$ cat src/logic/smf_map.svh
// constants for the serial management frame slave
// Notes on behaviour
// [RULE_01] Without preamble skipping, a frame is only decoded after 32 consecutive one bits, each on its own clock.
// [RULE_02] With preamble skipping enabled, a frame that arrives with no preamble is still decoded.
// [RULE_03] The skip bit resets to zero and takes a one only after a one was written to the override bit of reg 16.
// [RULE_04] The preamble is followed by the start delimiter 0 then 1, and a frame without it is not valid.
// [RULE_05] After the delimiter a two-bit opcode follows: 10 reads a register, 01 writes one.
// [RULE_06] Opcodes 00 and 11 are invalid, and such frames are ignored with the data line left undriven.
// [RULE_07] The five-bit frame address is compared with the stored address and only a match gets a response.
// [RULE_08] A five-bit register address picks one of 32 registers as read source or write target.
// [RULE_09] Every bit on the data line, in either direction, is timed by the management clock from the master.
// [RULE_10] The management pins work whatever MAC-side interface mode the device is in.
// [RULE_11] Frames start from and return to an idle line, and idle time is not part of a frame.
// [RULE_12] On a read turnaround the device floats the line for bit one and drives zero for bit two.
// [RULE_13] Data is sixteen bits, msb first: a read returns the register, a write stores the value.
// [RULE_14] Reading a missing register returns all ones, and writing one changes no register.
// [RULE_15] The line is released between frames and back-to-back frames with no idle bit are accepted.
// [RULE_16] Incoming bits are taken on the rising clock edge and read bits change just after it.
// [RULE_17] Any frame error sends the block back to hunting for a preamble or delimiter, line undriven.
`ifndef SMF_MAP_SVH
`define SMF_MAP_SVH
`define SMF_PRE_ONES      32
`define SMF_HDR_BITS      12
`define SMF_TA_BITS       2
`define SMF_DATA_BITS     16
`define SMF_NUM_REGS      32
`define SMF_OP_READ       2'h2
`define SMF_OP_WRITE      2'h1
`define SMF_REG_STATUS    5'h01
`define SMF_REG_EXTCTL    5'h10
`define SMF_SKIP_BIT      6
`define SMF_OVR_BIT       15
`define SMF_PHYAD_LSB     6
`define SMF_PHYAD_MSB     10
`define SMF_IMPL_MASK     32'h000f_01ff
`define SMF_ABSENT_WORD   16'hffff
`define SMF_STRAP_DELAY   2'h2
`endif

$ cat src/logic/smf_pkg.sv
// types for the serial management frame slave
package smf_pkg;
  typedef enum logic [2:0] {
    ST_HUNT  = 3'b000,
    ST_SFD   = 3'b001,
    ST_HDR   = 3'b010,
    ST_RTA   = 3'b011,
    ST_RDATA = 3'b100,
    ST_WTA   = 3'b101,
    ST_WDATA = 3'b110
  } smf_state_t;
endpackage

$ cat src/logic/smf_regmem.sv
// management register store with registered read data
`timescale 1ns/1ps
module smf_regmem #(
  parameter int WIDTH = 16,
  parameter int DEPTH = 32,
  parameter int AW    = 5
) (
  // clock, reset, freeze
  input  wire logic             clk,
  input  wire logic             rst,
  input  wire logic             ce,
  // write side
  input  wire logic             wr_en,
  input  wire logic [AW-1:0]    wr_addr,
  input  wire logic [WIDTH-1:0] wr_data,
  // read side
  input  wire logic             rd_en,
  input  wire logic [AW-1:0]    rd_addr,
  output logic      [WIDTH-1:0] rd_data
);
  logic [WIDTH-1:0] mem [DEPTH];

  always_ff @(posedge clk or posedge rst) begin
    if (rst) begin
      for (int i = 0; i < DEPTH; i++) begin
        mem[i] <= '0;
      end
      rd_data <= '0;
    end else if (ce) begin
      if (wr_en) begin
        mem[wr_addr] <= wr_data;
      end
      if (rd_en) begin
        rd_data <= mem[rd_addr];
      end
    end
  end
endmodule // smf_regmem

$ cat src/logic/smf_mgmt_slave.sv
// serial management frame slave: preamble, delimiter, opcode, address match, turnaround, data
`timescale 1ns/1ps
`include "smf_map.svh"
module smf_mgmt_slave #(
  parameter int          PRE_ONES  = `SMF_PRE_ONES,
  parameter logic [31:0] IMPL_MASK = `SMF_IMPL_MASK
) (
  // clock, reset, freeze
  input  wire logic         ref_clk,
  input  wire logic         rst,
  input  wire logic         ce,
  // management pins from the master
  input  wire logic         mdc,
  input  wire logic         mdio_in,
  output logic              mdio_out,
  output logic              mdio_oe,
  // address strap and status
  input  wire logic [4:0]   phy_addr_strap,
  output logic      [4:0]   phy_addr,
  output logic              preamble_skip_enable,
  output smf_pkg::smf_state_t frame_state
);
  import smf_pkg::*;

  localparam logic [5:0] PRE_CNT  = 6'(PRE_ONES);
  localparam logic [4:0] HDR_LAST = 5'(`SMF_HDR_BITS - 1);
  localparam logic [4:0] TA_LAST  = 5'(`SMF_TA_BITS - 1);
  localparam logic [4:0] DAT_LAST = 5'(`SMF_DATA_BITS - 1);
  localparam logic [4:0] DAT_END  = 5'(`SMF_DATA_BITS);

  function automatic logic reg_exists(input logic [4:0] addr);
    reg_exists = IMPL_MASK[addr];
  endfunction

  // pin synchronisers; the third mdc stage only remembers the previous level
  logic mdc_s1, mdc_s2, mdc_s3, dat_s1, dat_s2;
  logic [4:0] strap_s1, strap_s2;
  logic [1:0] strap_wait;

  always_ff @(posedge ref_clk or posedge rst) begin
    if (rst) begin
      mdc_s1   <= 1'b0;
      mdc_s2   <= 1'b0;
      mdc_s3   <= 1'b0;
      dat_s1   <= 1'b1;
      dat_s2   <= 1'b1;
      strap_s1 <= 5'h00;
      strap_s2 <= 5'h00;
    end else if (ce) begin
      mdc_s1   <= mdc;
      mdc_s2   <= mdc_s1;
      mdc_s3   <= mdc_s2;
      dat_s1   <= mdio_in;
      dat_s2   <= dat_s1;
      strap_s1 <= phy_addr_strap;
      strap_s2 <= strap_s1;
    end
  end

  // the pins have no tie to the mac-side mode, so they stay live in every mode
  wire       mdc_rise = ce && mdc_s2 && !mdc_s3; // RULE_09 RULE_10 RULE_16
  wire       bit_in   = dat_s2;

  logic [5:0]  ones_cnt;
  logic [4:0]  bit_cnt;
  logic [11:0] hdr_sh;
  logic [15:0] data_sh;
  logic [4:0]  reg_addr;
  logic        override;
  logic [15:0] mem_rdata;

  // header decode on the word that includes the bit being taken now
  wire [11:0] hdr_next  = {hdr_sh[10:0], bit_in};
  wire [1:0]  hdr_op    = hdr_next[11:10];
  wire [4:0]  hdr_phy   = hdr_next[9:5];
  wire [4:0]  hdr_reg   = hdr_next[4:0];
  wire        op_read   = (hdr_op == `SMF_OP_READ); // RULE_05
  wire        op_write  = (hdr_op == `SMF_OP_WRITE); // RULE_05
  wire        phy_match = (hdr_phy == phy_addr); // RULE_07
  wire        hdr_done  = mdc_rise && (frame_state == ST_HDR) && (bit_cnt == HDR_LAST);
  wire        pre_ok    = preamble_skip_enable || (ones_cnt >= PRE_CNT); // RULE_01 RULE_02

  // write path; absent registers never see the strobe
  wire [15:0] wr_value  = {data_sh[14:0], bit_in};
  wire        wr_commit = mdc_rise && (frame_state == ST_WDATA) && (bit_cnt == DAT_LAST);
  wire        wr_ok     = wr_commit && reg_exists(reg_addr); // RULE_14
  wire        wr_status = wr_ok && (reg_addr == `SMF_REG_STATUS);
  wire        wr_extctl = wr_ok && (reg_addr == `SMF_REG_EXTCTL);

  // read word: live control bits overlay the stored word, absent registers read ones
  wire [15:0] ovl_status = {mem_rdata[15:`SMF_SKIP_BIT+1], preamble_skip_enable, mem_rdata[`SMF_SKIP_BIT-1:0]};
  wire [15:0] ovl_extctl = {override, mem_rdata[14:`SMF_PHYAD_MSB+1], phy_addr, mem_rdata[`SMF_PHYAD_LSB-1:0]};
  wire [15:0] rd_word    = !reg_exists(reg_addr)               ? `SMF_ABSENT_WORD : // RULE_14
                           (reg_addr == `SMF_REG_STATUS)       ? ovl_status :
                           (reg_addr == `SMF_REG_EXTCTL)       ? ovl_extctl : mem_rdata; // RULE_08

  smf_regmem #(
    .WIDTH (`SMF_DATA_BITS),
    .DEPTH (`SMF_NUM_REGS),
    .AW    (5)
  ) u_regmem (
    .clk     (ref_clk),
    .rst     (rst),
    .ce      (ce),
    .wr_en   (wr_ok), // RULE_13
    .wr_addr (reg_addr),
    .wr_data (wr_value),
    .rd_en   (hdr_done), // RULE_08
    .rd_addr (hdr_reg),
    .rd_data (mem_rdata)
  );

  smf_state_t  next_state;
  logic [5:0]  next_ones;
  logic [4:0]  next_cnt;
  logic [15:0] next_data;
  logic        next_oe;
  logic        next_out;

  always_comb begin
    next_state = frame_state;
    next_ones  = ones_cnt;
    next_cnt   = bit_cnt;
    next_data  = data_sh;
    next_oe    = mdio_oe;
    next_out   = mdio_out;
    if (mdc_rise) begin
      case (frame_state)
        ST_HUNT: begin
          // idle high line counts as preamble; any zero either opens a frame or restarts the count
          if (bit_in) begin
            if (ones_cnt < PRE_CNT) begin
              next_ones = ones_cnt + 6'h01; // RULE_01 RULE_11
            end
          end else if (pre_ok) begin
            next_state = ST_SFD; // RULE_01 RULE_02
          end else begin
            next_ones = 6'h00; // RULE_01
          end
        end
        ST_SFD: begin
          next_ones = 6'h00;
          next_cnt  = 5'h00;
          next_state = bit_in ? ST_HDR : ST_HUNT; // RULE_04 RULE_17
        end
        ST_HDR: begin
          if (bit_cnt == HDR_LAST) begin
            next_cnt = 5'h00;
            if (op_read && phy_match) begin
              next_state = ST_RTA; // RULE_05 RULE_07
            end else if (op_write && phy_match) begin
              next_state = ST_WTA; // RULE_05 RULE_07
            end else begin
              next_state = ST_HUNT; // RULE_06 RULE_07 RULE_17
            end
          end else begin
            next_cnt = bit_cnt + 5'h01;
          end
        end
        ST_RTA: begin
          // first turnaround bit stayed floating; drive the second as zero
          next_oe    = 1'b1; // RULE_12
          next_out   = 1'b0; // RULE_12
          next_data  = rd_word;
          next_cnt   = 5'h00;
          next_state = ST_RDATA;
        end
        ST_RDATA: begin
          if (bit_cnt == DAT_END) begin
            next_oe    = 1'b0; // RULE_15
            next_out   = 1'b0;
            next_state = ST_HUNT; // RULE_15
          end else begin
            next_out  = data_sh[15]; // RULE_13 RULE_16
            next_data = {data_sh[14:0], 1'b0};
            next_cnt  = bit_cnt + 5'h01;
          end
        end
        ST_WTA: begin
          // master owns both turnaround bits of a write; their values are not checked
          next_cnt   = (bit_cnt == TA_LAST) ? 5'h00 : bit_cnt + 5'h01;
          next_state = (bit_cnt == TA_LAST) ? ST_WDATA : ST_WTA;
        end
        ST_WDATA: begin
          next_data = wr_value; // RULE_13
          next_cnt  = bit_cnt + 5'h01;
          if (bit_cnt == DAT_LAST) begin
            next_cnt   = 5'h00;
            next_state = ST_HUNT; // RULE_15
          end
        end
        default: begin
          next_state = ST_HUNT;
          next_oe    = 1'b0;
          next_out   = 1'b0;
        end
      endcase
    end
  end

  always_ff @(posedge ref_clk or posedge rst) begin
    if (rst) begin
      frame_state <= ST_HUNT;
      ones_cnt    <= 6'h00;
      bit_cnt     <= 5'h00;
      data_sh     <= 16'h0000;
      mdio_oe     <= 1'b0;
      mdio_out    <= 1'b0;
    end else if (ce) begin
      frame_state <= next_state;
      ones_cnt    <= next_ones;
      bit_cnt     <= next_cnt;
      data_sh     <= next_data;
      mdio_oe     <= next_oe;
      mdio_out    <= next_out;
    end
  end

  always_ff @(posedge ref_clk or posedge rst) begin
    if (rst) begin
      hdr_sh   <= 12'h000;
      reg_addr <= 5'h00;
    end else if (mdc_rise && frame_state == ST_HDR) begin
      hdr_sh   <= hdr_next;
      reg_addr <= hdr_done ? hdr_reg : reg_addr;
    end
  end

  // override arms the skip bit; clearing skip is always allowed
  always_ff @(posedge ref_clk or posedge rst) begin
    if (rst) begin
      override             <= 1'b0;
      preamble_skip_enable <= 1'b0; // RULE_03
    end else if (ce) begin
      if (wr_extctl) begin
        override <= wr_value[`SMF_OVR_BIT]; // RULE_03
      end
      if (wr_status) begin
        preamble_skip_enable <= wr_value[`SMF_SKIP_BIT] & override; // RULE_03
      end
    end
  end

  // strap is caught a few cycles after release so it has crossed the synchroniser
  always_ff @(posedge ref_clk or posedge rst) begin
    if (rst) begin
      strap_wait <= 2'h0;
      phy_addr   <= 5'h00;
    end else if (ce) begin
      if (strap_wait != 2'h3) begin
        strap_wait <= strap_wait + 2'h1;
      end
      if (strap_wait == `SMF_STRAP_DELAY) begin
        phy_addr <= strap_s2; // RULE_07
      end
    end
  end
endmodule // smf_mgmt_slave

$ cat config.mk
export PLATFORM = sky130hd
export DESIGN_NAME = smf_mgmt_slave
export DESIGN_NICKNAME = d
export VERILOG_FILES = /design/src/logic/smf_pkg.sv /design/src/logic/smf_regmem.sv /design/src/logic/smf_mgmt_slave.sv
export VERILOG_INCLUDE_DIRS = /design/src /design/src/logic
export SDC_FILE = /design/constraint.sdc
export NUM_CORES = 1
export LEC_CHECK = 0
export BUFFER_PORTS_ARGS = -buffer_cell sky130_fd_sc_hd__buf_2
export CAP_MARGIN = 20
export CORE_MARGIN = 4
export CORE_UTILIZATION = 57
export CTS_CLUSTER_DIAMETER = 50
export DETAILED_ROUTE_END_ITERATION = 12
export PLACE_DENSITY = 0.87
export SLEW_MARGIN = 0
export SYNTH_ARGS = -nofsm -noshare
export SYNTH_HDL_FRONTEND = slang
export SYNTH_SLANG_ARGS = --single-unit
$ cat constraint.sdc
create_clock -name ref_clk -period 18.5 [get_ports ref_clk]
set_input_delay 2.775 -clock ref_clk [delete_from_list [all_inputs] [get_ports ref_clk]]
set_output_delay 2.775 -clock ref_clk [all_outputs]
set_load 0.005 [all_outputs]
# After elaboration in Yosys (flattened, before gate mapping)
# Memory sizes are Yosys's and may differ from the RTL's.
# Index checks and enable logic that the tools add are counted.
[totals] register_bits=600 mem_bits_ro=32 in_bits=10 mem_count=1
[memory_table] name="(name not given)" words=32 width=1 rd=1 rd_clocked_by_memory_dff=0 write_ports=0 line_no="smf_mgmt_slave.sv:32" text="reg_exists = IMPL_MASK[addr];"
[op_classes] n_addsub=3 order_cmp=6 n_eq_ne=25 muxes=35 bitwise_logic=4 reduce_logical=33
[ops] op="bitwise mux 512 bit" count=1
[ops] op="2-to-1 mux 16 bit" count=7
[ops] op="binary-select mux 16 bit (select 5 bit)" count=1
[ops] op="demux 16 bit (select 5 bit)" count=1
[ops] op="case mux 16 bit (3 select lines)" count=1
[ops] op="case mux 5 bit (5 select lines)" count=1
[ops] op="2-to-1 mux 3 bit" count=7
[ops] op="case mux 3 bit (7 select lines)" count=1
[ops] op="2-to-1 mux 5 bit" count=4
[ops] op="greater-or-equal comparator 6 bit, second input constant" count=3
[ops] op="2-to-1 mux 6 bit" count=3
[ops] op="AND reduction 2 bit" count=7
[ops] op="logical AND 1 bit" count=12
[ops] op="NOT 5 -> 6 bit" count=2
[ops] op="case mux 6 bit (2 select lines)" count=1
[ops] op="AND reduction 4 bit" count=3
[ops] op="== test 5 x 1 -> 1 bit, second input constant" count=2
[ops] op="== test 5 x 4 -> 1 bit, second input constant" count=2
[ops] op="== test 5 bit, second input constant" count=2
[ops] op="!= test 2 bit, second input constant" count=5
[ops] op="== test 3 bit, second input constant" count=3
[ops] op="AND reduction 7 bit" count=1
[ops] op="adder 6 x 1 -> 6 bit, second input constant" count=1
[ops] op="== test 3 x 2 -> 1 bit, second input constant" count=2
[ops] op="27 further kinds" count=33

# Logic depth before layout (Yosys ltp)
# Gate-level depths: netlist of run 1.
[depth] word_depth=7 mapped_depth=10 mapped_depth_nobuf=9

# By module
# A second synthesis of run 1 with hierarchy kept.
[hier_totals] hier_cells=2065 area_unflattened_um2=27984.3
[by_module_without_submodules] module="smf_regmem" n_inst=1 cells_each=1716 area_per_inst_um2=24258.3
[by_module_without_submodules] module="smf_mgmt_slave" n_inst=1 cells_each=349 area_per_inst_um2=3726.1

# Least setup slack after synthesis of run 1
# No wires, ideal clock.
[synth_path] path_type="in2reg" startpoint="input port ce" endpoint="register u_regmem.mem[208] (netlist bit)" t_arrival_ns=4.250 required_time_ns=18.375 slack_ns=14.125 stages=8 n_path_buf=3 path_cell_list="buf_4 -> and3b_1 -> buf_4 -> and2_2 -> nand4_4 -> nor2_4 -> buf_4 -> mux2_2"
[synth_via] elab_chain_len=6
[synth_lines] item="start, declared" line_no="smf_mgmt_slave.sv:11" text="input wire logic ce,"
[synth_lines] item="logical AND 1 bit (2 in series)" line_no="smf_mgmt_slave.sv:61" text="wire mdc_rise = ce && mdc_s2 && !mdc_s3;"
[synth_lines] item="logical AND 1 bit (2 in series)" line_no="smf_mgmt_slave.sv:85" text="wire wr_commit = mdc_rise && (frame_state == ST_WDATA) && (bit_cnt == DAT_LAST);"
[synth_lines] item="logical AND 1 bit" line_no="smf_mgmt_slave.sv:86" text="wire wr_ok = wr_commit && reg_exists(reg_addr);"
[synth_lines] item="AND reduction 2 bit (no source line) *"
[synth_lines] item="end signal, assigned by index" line_no="smf_regmem.sv:31" text="mem[wr_addr] <= wr_data;"
[synth_lines] item="end, declared" line_no="smf_regmem.sv:21" text="logic [WIDTH-1:0] mem [DEPTH];"
# Every way passes the cells marked *; elsewhere a longest branch is shown, timed or not.
# A chain may end at the register's enable or synchronous reset.

# Final worst setup path of run 1
[layout_path] startpoint="input port ce" endpoint="register u_regmem.mem[414] (netlist bit)"
# Same word-level chain as after synthesis.

==> results of run 1 <==
## stage by stage
stage | instance area (sq um) | utilization | std cells | worst slack [ns] | power [uW]
floorplan | 25290 | - | 1975 | 7.543 | 1874
global placement | 24540 | 0.5647 | 2176 | 13.39 | 1978
detailed placement | 24540 | 0.5647 | 2176 | 13.26 | 1994
CTS | 26450 | 0.6087 | 2277 | 13.91 | 3180
global route | 26590 | 0.6119 | 2282 | 13.83 | 3304
finish | 26590 | 0.6119 | 2282 | 13.85 | 3191
## cells by family after synthesis
group | share of synthesized area
flops | 0.5938
simple gates | 0.03186
compound gates | 0.08203
buf+inv | 0.07208
fa+ha+maj | 0.003958
mux | 0.2139
xor+xnor | 0.002424
## cell type report
| class | count | area share |
|---|---|---|
| clock inverter | 19 | 0.009411 |
| timing repair buffer | 41 | 0.01440 |
| sequential | 600 | 0.5649 |
| multi-input combinational | 939 | 0.3188 |
| clock buffer | 82 | 0.06254 |
| tap | 585 | 0.02753 |
| inverter | 16 | 0.002400 |
## Yosys cell counts, types with 3 or more instances
cell and number:
nand2_1 52, o31ai_1 5, clkbuf_1 362, nand2_2 3
nor4_1 3, nor2_4 6, a22o_1 33, buf_4 25
a221oi_1 27, o21ai_0 28, buf_6 8, dfrtp_1 598
and2_1 4, a22oi_1 65, a31oi_1 3, inv_1 16
xnor2_1 3, buf_1 7, buf_2 17, nor2b_1 6
o32a_1 3, nor2_2 3, xor2_1 4, mux2_1 15
nor2_1 14, o41ai_1 9, nand3_1 8, a21oi_1 44
mux2_2 236, nand2b_1 12, ha_1 8, o41ai_2 8
a221oi_2 6, o22ai_1 33, mux2i_1 258
## how the worst max path moves through the flow
stage / startpoint / endpoint / slack (ns) / depth (start not counted)
after floorplan: rst / bit_cnt[0] / 7.54 / 1
after global placement: ce / u_regmem.mem[412] / 13.39 / 6
after detailed placement: ce / u_regmem.mem[414] / 13.26 / 6
after CTS: ce / u_regmem.mem[402] / 13.91 / 6
after global routing: ce / u_regmem.mem[391] / 13.83 / 6
final: ce / u_regmem.mem[414] / 13.85 / 6
## where the power goes
part / leakage (uW) / internal, uW / switching, uW
sequential: 0.00830 / 1350 / 137
clock: 0.000933 / 694 / 490
combinational: 0.00295 / 221 / 294
total: 0.0122 / 2270 / 922
## critical path: stages
cell	delay (ns)
buf_2	0.33
and3b_1	0.38
and2_2	0.24
nand2_1	0.12
nor2_2	0.82
mux2_2	0.43
## state kept, by name (all words and copies together) (netlist names), 2 cells and up
register and count:
phy_addr 5, hdr_sh 11, frame_state 3, u_regmem.mem 512
bit_cnt 5, u_regmem.rd_data 16, strap_wait 2, strap_s1 5
data_sh 16, reg_addr 5, strap_s2 5, ones_cnt 6
## layer usage
layer / global-route usage / wire length, microns
met2: 0.3428 / 24560
met5: 0 / 0
met4: 0.07689 / 1728
met1: 0.3061 / 22340
met3: 0.03740 / 2880
==> flow_metrics.env, run 1 <==
export IMPL_status="finished, final reports clean"
export IMPL_p_leak_uw=0.01218
export IMPL_cp_end_kind="flip-flop"
export IMPL_start_util=0.5820
export IMPL_r2r_slack_ns=14.52
export IMPL_grt_remaining_overflow=0
export IMPL_min_delay_path_depth=0
export IMPL_synth_distinct_cells=64
export IMPL_fp_dieW_microns=218.6
export IMPL_num_rows=76
export IMPL_die_h_microns=218.6
export IMPL_p_per_area_nw_per_um2=120.0
export IMPL_synth_cell_area_sq_um=25290
export IMPL_layout_commonest_cell="dfrtp_1"
export IMPL_vias_per_cell=6.057
export IMPL_ios=21
export IMPL_layout_drive_gt1_share=0.2416
export IMPL_drt_iter0_markers=1539
export IMPL_ys_async_sr_fraction=1.000
export IMPL_synth_cells=1975
export IMPL_vdd_drop_max_v=0.0001114
export IMPL_grt_max_degree=200
export IMPL_cp_max_fo=19
export IMPL_detail_route_wl_per_cell_microns=22.57
export IMPL_clock_path_buffers=3
export IMPL_drv_slew=0
export IMPL_firstDrtPassIters=6
export IMPL_cts_setup_buffers=0
export IMPL_antenna_found_initial=0
export IMPL_cts_resized=0
export IMPL_syn_avg_cell_area_sq_um=12.81
export IMPL_drtAntennaViolNets=0
export IMPL_antenna_cells=0
export IMPL_cts_hold_fix_buffers=0
export IMPL_worstHoldStart="u_regmem.mem[123]"
export IMPL_worstMarginPinSlew_ns=1.065
export IMPL_synth_edf_count=0
export IMPL_cts_root_buf="clkbuf_16"
export IMPL_layout_common_cells="dfrtp_1, mux2i_1, mux2_2, a22oi_1, clkbuf_16"
export IMPL_tns_ns=0
export IMPL_synth_seq_cells=600
export IMPL_cts_buffers_inserted=57
export IMPL_h_tree_depth=2
export IMPL_drc=0
export IMPL_clk_pin_slew_ns=0.06
export IMPL_multiInputGateArea_sq_um=8477
export IMPL_min_period_ns=4.649
export IMPL_clock_sinks=600
export IMPL_rsz0062_at_grt="no"
export IMPL_core_area_sq_um=43460
export IMPL_min_period_over_period=0.2513
export IMPL_whs_ns=0.3726
export IMPL_synth_fp_nets=1993
export IMPL_cp_arrival_ns=5.12
export IMPL_synth_area_leader_cell="dfrtp_1"
export IMPL_portBuffers=20
export IMPL_gp_congestion=0.7959
export IMPL_drv_cap=0
export IMPL_num_vias=13820
export IMPL_synth_top_area_share=0.5917
export IMPL_grt_usage=0.2165
export IMPL_netlist_top_cells_area="dfrtp_1, mux2_2, mux2i_1"
export IMPL_min_to="u_regmem.mem[123]"
export IMPL_r2r_cells=7
export IMPL_tritoncts="built"
export IMPL_worst_setup_path_start_kind="input port"
export IMPL_min_path_type="reg2reg"
export IMPL_grt_pass1_vias=14820
export IMPL_fin_nets=1673
export IMPL_hold_viol=0
export IMPL_grt_pass1_wl_microns=82660
export IMPL_crit_required_ns=18.97
export IMPL_seqCellArea_sq_um=15020
export IMPL_timing_rr_start="hdr_sh[0]"
export IMPL_fillers=2981
export IMPL_die_area_sq_um=47800
export IMPL_seq_area_frac_synth=0.5938
export IMPL_dp_hpwl_microns=28520
export IMPL_syn_to_final_growth_pct=5.136
export IMPL_max_slew_margin=0.2893
export IMPL_skew_ns=0.01266
export IMPL_totalWireLength_microns=51510
export IMPL_finalSetupViolCount=0
export IMPL_ys_flop_type="dfrtp_1"
export IMPL_critical_path_class="in2reg"
export IMPL_ys_warn_count=0
export IMPL_fmax_ghz=0.2151
export IMPL_clkLatencyLatePin_ns=0.59
export IMPL_r2r_end="u_regmem.rd_data[15]"
Note: power is estimated with default switching activity, not from simulation.
==> run 2: changes to the inputs <==
==> constraint.sdc (replaced) <==
create_clock -name ref_clk -period 4.1 [get_ports ref_clk]
set_input_delay 0.615 -clock ref_clk [delete_from_list [all_inputs] [get_ports ref_clk]]
set_output_delay 0.615 -clock ref_clk [all_outputs]
set_load 0.005 [all_outputs]
==> flow_metrics.env, run 2 (synthesized netlist as in run 1, its figures left out) <==
export IMPL_layout_commonest_cell="dfrtp_1"
export IMPL_grt_remaining_overflow=0
export IMPL_max_slew_margin=0.3123
export IMPL_min_period_over_period=0.7652
export IMPL_num_rows=76
export IMPL_place_area_sq_um=24770
export IMPL_h_tree_depth=2
export IMPL_die_area_sq_um=47800
export IMPL_hold_viol=0
export IMPL_skew_ns=0.02000
export IMPL_use_met2=0.3484
export IMPL_layout_drive_gt1_share=0.2497
export IMPL_fmax_ghz=0.3187
export IMPL_worst_setup_path_start_kind="flip-flop"
export IMPL_layout_common_cells="dfrtp_1, mux2i_1, mux2_2, a22oi_1, clkbuf_16"
export IMPL_ios=21
export IMPL_cts_root_buf="clkbuf_16"
export IMPL_detail_route_wl_per_cell_microns=22.50
export IMPL_clkLatencyLatePin_ns=0.60
export IMPL_grt_usage=0.2198
export IMPL_num_vias=13860
export IMPL_multiInputGateArea_sq_um=8474
export IMPL_p_per_area_nw_per_um2=540.0
export IMPL_cp_max_fo=16
export IMPL_worstMarginPinSlew_ns=1.029
export IMPL_drv_slew=0
export IMPL_antenna_cells=0
export IMPL_cp_end_kind="flip-flop"
export IMPL_core_area_sq_um=43460
export IMPL_tns_ns=0
export IMPL_design_area_sq_um=26680
export IMPL_cts_resized=0
export IMPL_totalWireLength_microns=51550
export IMPL_fin_nets=1686
export IMPL_min_period_ns=3.137
export IMPL_grt_pass1_wl_microns=83770
export IMPL_cts_hold_fix_buffers=0
export IMPL_grt_busiest_layer="met2"
export IMPL_drv_cap=0
export IMPL_drc=0
export IMPL_regMostFlops="u_regmem.mem"
export IMPL_p_total_uw=14410
export IMPL_gp_congestion=0.8226
export IMPL_fp_dieW_microns=218.6
export IMPL_grt_pass1_vias=15070
export IMPL_antenna_found_initial=0
export IMPL_syn_to_final_growth_pct=5.491
export IMPL_grt_met1_usage=0.3050
export IMPL_p_leak_uw=0.01226
export IMPL_crit_required_ns=4.57
export IMPL_biggestRegsByFlops="u_regmem.mem (512), data_sh (16), u_regmem.rd_data (16)"
export IMPL_cts_buffers_inserted=56
export IMPL_rsz0062_at_grt="no"
export IMPL_clk_pin_slew_ns=0.06
export IMPL_crit_path_start="bit_cnt[0]"
export IMPL_firstDrtPassIters=7
export IMPL_vias_per_cell=6.050
export IMPL_cp_arrival_ns=3.61
export IMPL_clock_path_buffers=3
export IMPL_largest_reg_flops=512
export IMPL_start_util=0.5820
export IMPL_drtAntennaViolNets=0
export IMPL_use_met3=0.03907
export IMPL_drt_iter0_markers=1327
export IMPL_grt_max_degree=150
export IMPL_critical_path_class="reg2reg"
export IMPL_vdd_drop_max_v=0.0004040
export IMPL_die_h_microns=218.6
export IMPL_portBuffers=20
export IMPL_clock_sinks=600
export IMPL_cts_setup_buffers=0
export IMPL_fillers=3002
export IMPL_tritoncts="built"
export IMPL_status="finished, final reports clean"
export IMPL_seqCellArea_sq_um=15020
export IMPL_dp_hpwl_microns=30470
export IMPL_timing_rr_start="bit_cnt[0]"
export IMPL_finalSetupViolCount=0
export IMPL_min_path_type="in2async"
==> run 2: changes by cell type in the layout (fill, tap and decap cells not counted), moves of 2 or more <==
cell and change:
clkinv_2 +4, bufinv_16 +2, clkinv_4 +2, buf_12 +7, clkbuf_1 -8, inv_6 -2, buf_4 +12, clkinvlp_4 -3
buf_16 -5, clkbuf_8 +2, clkbuf_16 -3
==> run 2: power by group <==
group / total, uW / switching (uW) / internal (uW)
registers: 6730 / 628 / 6110
logic: 2310 / 1310 / 998
clock network: 5370 / 2210 / 3160
==> run 2: worst paths after layout <==
path	slack (ns)	cells after the start	to
min in group ref_clk	0.25	2	strap_s1[0]
setup reg to reg	0.96	8	u_regmem.mem[411]
hold reg to reg	0.37	0	u_regmem.mem[87]
hold / removal	0.14	2	u_regmem.mem[24]
setup / recovery	0.96	8	u_regmem.mem[411]
max in group asynchronous	2.77	3	u_regmem.mem[68]
==> run 2: cell type report <==
type,count,area share
Sequential cell,600,0.5630
Multi-Input combinational cell,939,0.3176
Clock buffer,73,0.05942
Tap cell,585,0.02744
Timing Repair Buffer,55,0.01782
Clock inverter,23,0.01229
Inverter,16,0.002392
==> run 2: critical path, stage by stage (launching register included) <==
cell and delay (ns):
dfrtp_1 0.43, ha_1 0.27, nand3_1 0.14, inv_1 0.09, ha_1 0.42, and4bb_2 0.33, nand2_1 0.13, nor2_2 0.79
mux2_2 0.42
==> run 2: through the flow <==
stage	setup WS, ns	utilization	hold slack, ns	instances
floorplan	-4.697	-	0.4284	1975
global placement	1.159	0.5699	0.3640	2195
detailed placement	1.016	0.5699	0.3646	2195
CTS	1.007	0.6139	0.1245	2291
global route	0.7898	0.6139	0.1754	2291
finish	0.9627	0.6139	0.1442	2291
==> run 2: layer usage <==
layer  routed length, microns  vias up  share of wire
met4                     2011        0          0.039
met5                        0        -              0
met3                     2800      140          0.054
li1                         -     6155              -
met1                    22430     7109           0.44
met2                    24310      456           0.47
==> run 3: changes to the inputs <==
--- a/config.mk
+++ b/config.mk
@@ -9,10 +9,10 @@
 export BUFFER_PORTS_ARGS = -buffer_cell sky130_fd_sc_hd__buf_2
 export CAP_MARGIN = 20
 export CORE_MARGIN = 4
-export CORE_UTILIZATION = 57
+export CORE_UTILIZATION = 63
 export CTS_CLUSTER_DIAMETER = 50
 export DETAILED_ROUTE_END_ITERATION = 12
-export PLACE_DENSITY = 0.87
+export PLACE_DENSITY = 0.9
 export SLEW_MARGIN = 0
 export SYNTH_ARGS = -nofsm -noshare
 export SYNTH_HDL_FRONTEND = slang
==> constraint.sdc (replaced) <==
create_clock -name ref_clk -period 3.05 [get_ports ref_clk]
set_input_delay 0.4575 -clock ref_clk [delete_from_list [all_inputs] [get_ports ref_clk]]
set_output_delay 0.4575 -clock ref_clk [all_outputs]
set_load 0.005 [all_outputs]
==> flow_metrics.env, run 3 (synthesized netlist as in run 1, its figures left out) <==
export IMPL_worstMarginPinSlew_ns=0.8024
export IMPL_min_period_ns=2.848
export IMPL_tritoncts="built"
export IMPL_firstDrtPassIters=6
export IMPL_h_tree_depth=2
export IMPL_swShare=0.2942
export IMPL_totalWireLength_microns=55070
export IMPL_min_delay_path_depth=2
export IMPL_rsz0062_at_grt="no"
export IMPL_worst_setup_path_start_kind="flip-flop"
export IMPL_num_rows=73
export IMPL_vdd_drop_max_v=0.0005104
export IMPL_status="finished, final reports clean"
export IMPL_grt_pass1_vias=15580
export IMPL_layout_cells_non_filler=2288
export IMPL_fmax_ghz=0.3511
export IMPL_layout_setup_ws_ns=0.2018
export IMPL_p_leak_uw=0.01254
export IMPL_layout_drive_gt1_share=0.2694
export IMPL_dp_hpwl_microns=32630
export IMPL_portBuffers=20
export IMPL_detail_route_wl_per_cell_microns=24.07
export IMPL_cts_resized=0
export IMPL_critical_path_class="reg2reg"
export IMPL_worstHoldStart="phy_addr_strap[3]"
export IMPL_p_sw_uw=5827
export IMPL_layout_common_cells="dfrtp_1, mux2i_1, mux2_2, buf_4, a22oi_1"
export IMPL_numPlacedInstances=2184
export IMPL_cts_setup_buffers=0
export IMPL_drt_iter0_markers=1447
export IMPL_start_util=0.6365
export IMPL_skew_ns=0.01390
export IMPL_clock_path_buffers=3
export IMPL_post_place_ws_ns=0.3572
export IMPL_clkLatencyLatePin_ns=0.60
export IMPL_drv_slew=0
export IMPL_cp_end_kind="flip-flop"
export IMPL_max_slew_margin=0.4638
export IMPL_grt_max_degree=117
export IMPL_min_path_type="in2reg"
export IMPL_grt_pass1_wl_microns=88530
export IMPL_p_per_area_nw_per_um2=730.9
export IMPL_die_area_sq_um=43410
export IMPL_drtAntennaViolNets=0
export IMPL_clock_sinks=600
export IMPL_crit_required_ns=3.52
export IMPL_cp_max_fo=16
export IMPL_gp_congestion=0.8811
export IMPL_drv_cap=0
export IMPL_core_area_sq_um=39730
export IMPL_r2r_cells=8
export IMPL_num_vias=14440
export IMPL_design_area_sq_um=27100
export IMPL_p_int_uw=13980
export IMPL_pwr_share_seq=0.452
export IMPL_grt_usage=0.2533
export IMPL_min_period_over_period=0.9338
export IMPL_biggestRegsByFlops="u_regmem.mem (512), data_sh (16), u_regmem.rd_data (16)"
export IMPL_pwr_share_clk=0.366
export IMPL_largest_reg_flops=512
export IMPL_place_area_sq_um=25160
export IMPL_finalSetupViolCount=0
export IMPL_fin_nets=1737
export IMPL_final_util=0.6821
export IMPL_drc=0
export IMPL_cts_root_buf="clkbuf_16"
export IMPL_grt_remaining_overflow=0
export IMPL_antenna_found_initial=0
export IMPL_syn_to_final_growth_pct=7.164
export IMPL_cp_arrival_ns=3.32
export IMPL_cts_buffers_inserted=57
export IMPL_r2r_end="u_regmem.mem[477]"
export IMPL_die_h_microns=208.4
export IMPL_clk_pin_slew_ns=0.07
export IMPL_ios=21
export IMPL_comb_power_share=0.181
export IMPL_vias_per_cell=6.313
export IMPL_fp_dieW_microns=208.4
export IMPL_antenna_cells=0
export IMPL_regMostFlops="u_regmem.mem"
export IMPL_r2r_slack_ns=0.20
export IMPL_layout_commonest_cell="dfrtp_1"
export IMPL_timing_rr_start="bit_cnt[0]"
export IMPL_hold_viol=0
export IMPL_min_to="strap_s1[3]"
run 3: cell types whose count changed in the layout (fill, tap and decap cells not counted), sizes merged:
cell and change:
clkbuf +12, buf +49, clkinvlp +2, bufinv -3
dlygate4sd3 +1, inv +1, clkinv -5
run 3: layout make-up:
cell class	instances	area, sq um
Inverter	16	63.81
Fill cell	2353	12630
Multi-Input combinational cell	939	8474
Tap cell	525	656.9
Sequential cell	600	15020
Timing Repair Buffer	105	957.2
Clock inverter	18	215.2
Clock buffer	85	1714
run 3: worst max-delay path, cell delays in order (launching register included):
cell and delay, ns:
dfrtp_1 0.46, ha_1 0.30, nand3_1 0.16, inv_1 0.09
ha_1 0.24, nor4b_4 0.28, nand3_2 0.22, nor2_4 0.56
mux2_2 0.41
run 3: worst max-delay path by stage:
stage	start	endpoint	slack [ns]	cells past startpoint
finish	bit_cnt[0]	u_regmem.mem[477]	0.20	8
global route	bit_cnt[0]	u_regmem.mem[477]	0.08	8
CTS	bit_cnt[0]	u_regmem.mem[477]	0.30	8
detailed placement	bit_cnt[0]	u_regmem.mem[473]	0.36	8
global placement	bit_cnt[0]	u_regmem.mem[468]	0.51	8
floorplan	rst	bit_cnt[0]	-5.59	1
run 3: power groups by stage:
stage               registers [uW]  logic [uW]  clock network, uW
global route                  9000        3790               7690
floorplan                     8590        2770                  0
CTS                           8930        3550               7330
global placement              9010        3340                  0
detailed placement            9050        3450                  0
finish                        8960        3590               7250
run 3: routing by layer:
metal | global-route usage | routed length, microns
met1 | 0.3489 | 22950
met2 | 0.3973 | 26190
met3 | 0.05835 | 3890
met4 | 0.1001 | 2039
met5 | 0 | 0
run 3: repair_timing:
action	4_1_cts	5_1_grt
endpoints found under the setup margin	0	0
endpoints found under the hold margin	20	0
hold buffers	1	0
run 3: per-stage QoR:
stage	TNS [ns]	power (uW)	hold slack (ns)
floorplan	-3348.85	11360	0.4284
global placement	0	12360	0.3640
detailed placement	0	12500	0.3646
CTS	0	19810	0.08009
global route	0	20480	0.08443
finish	0	19810	0.09636
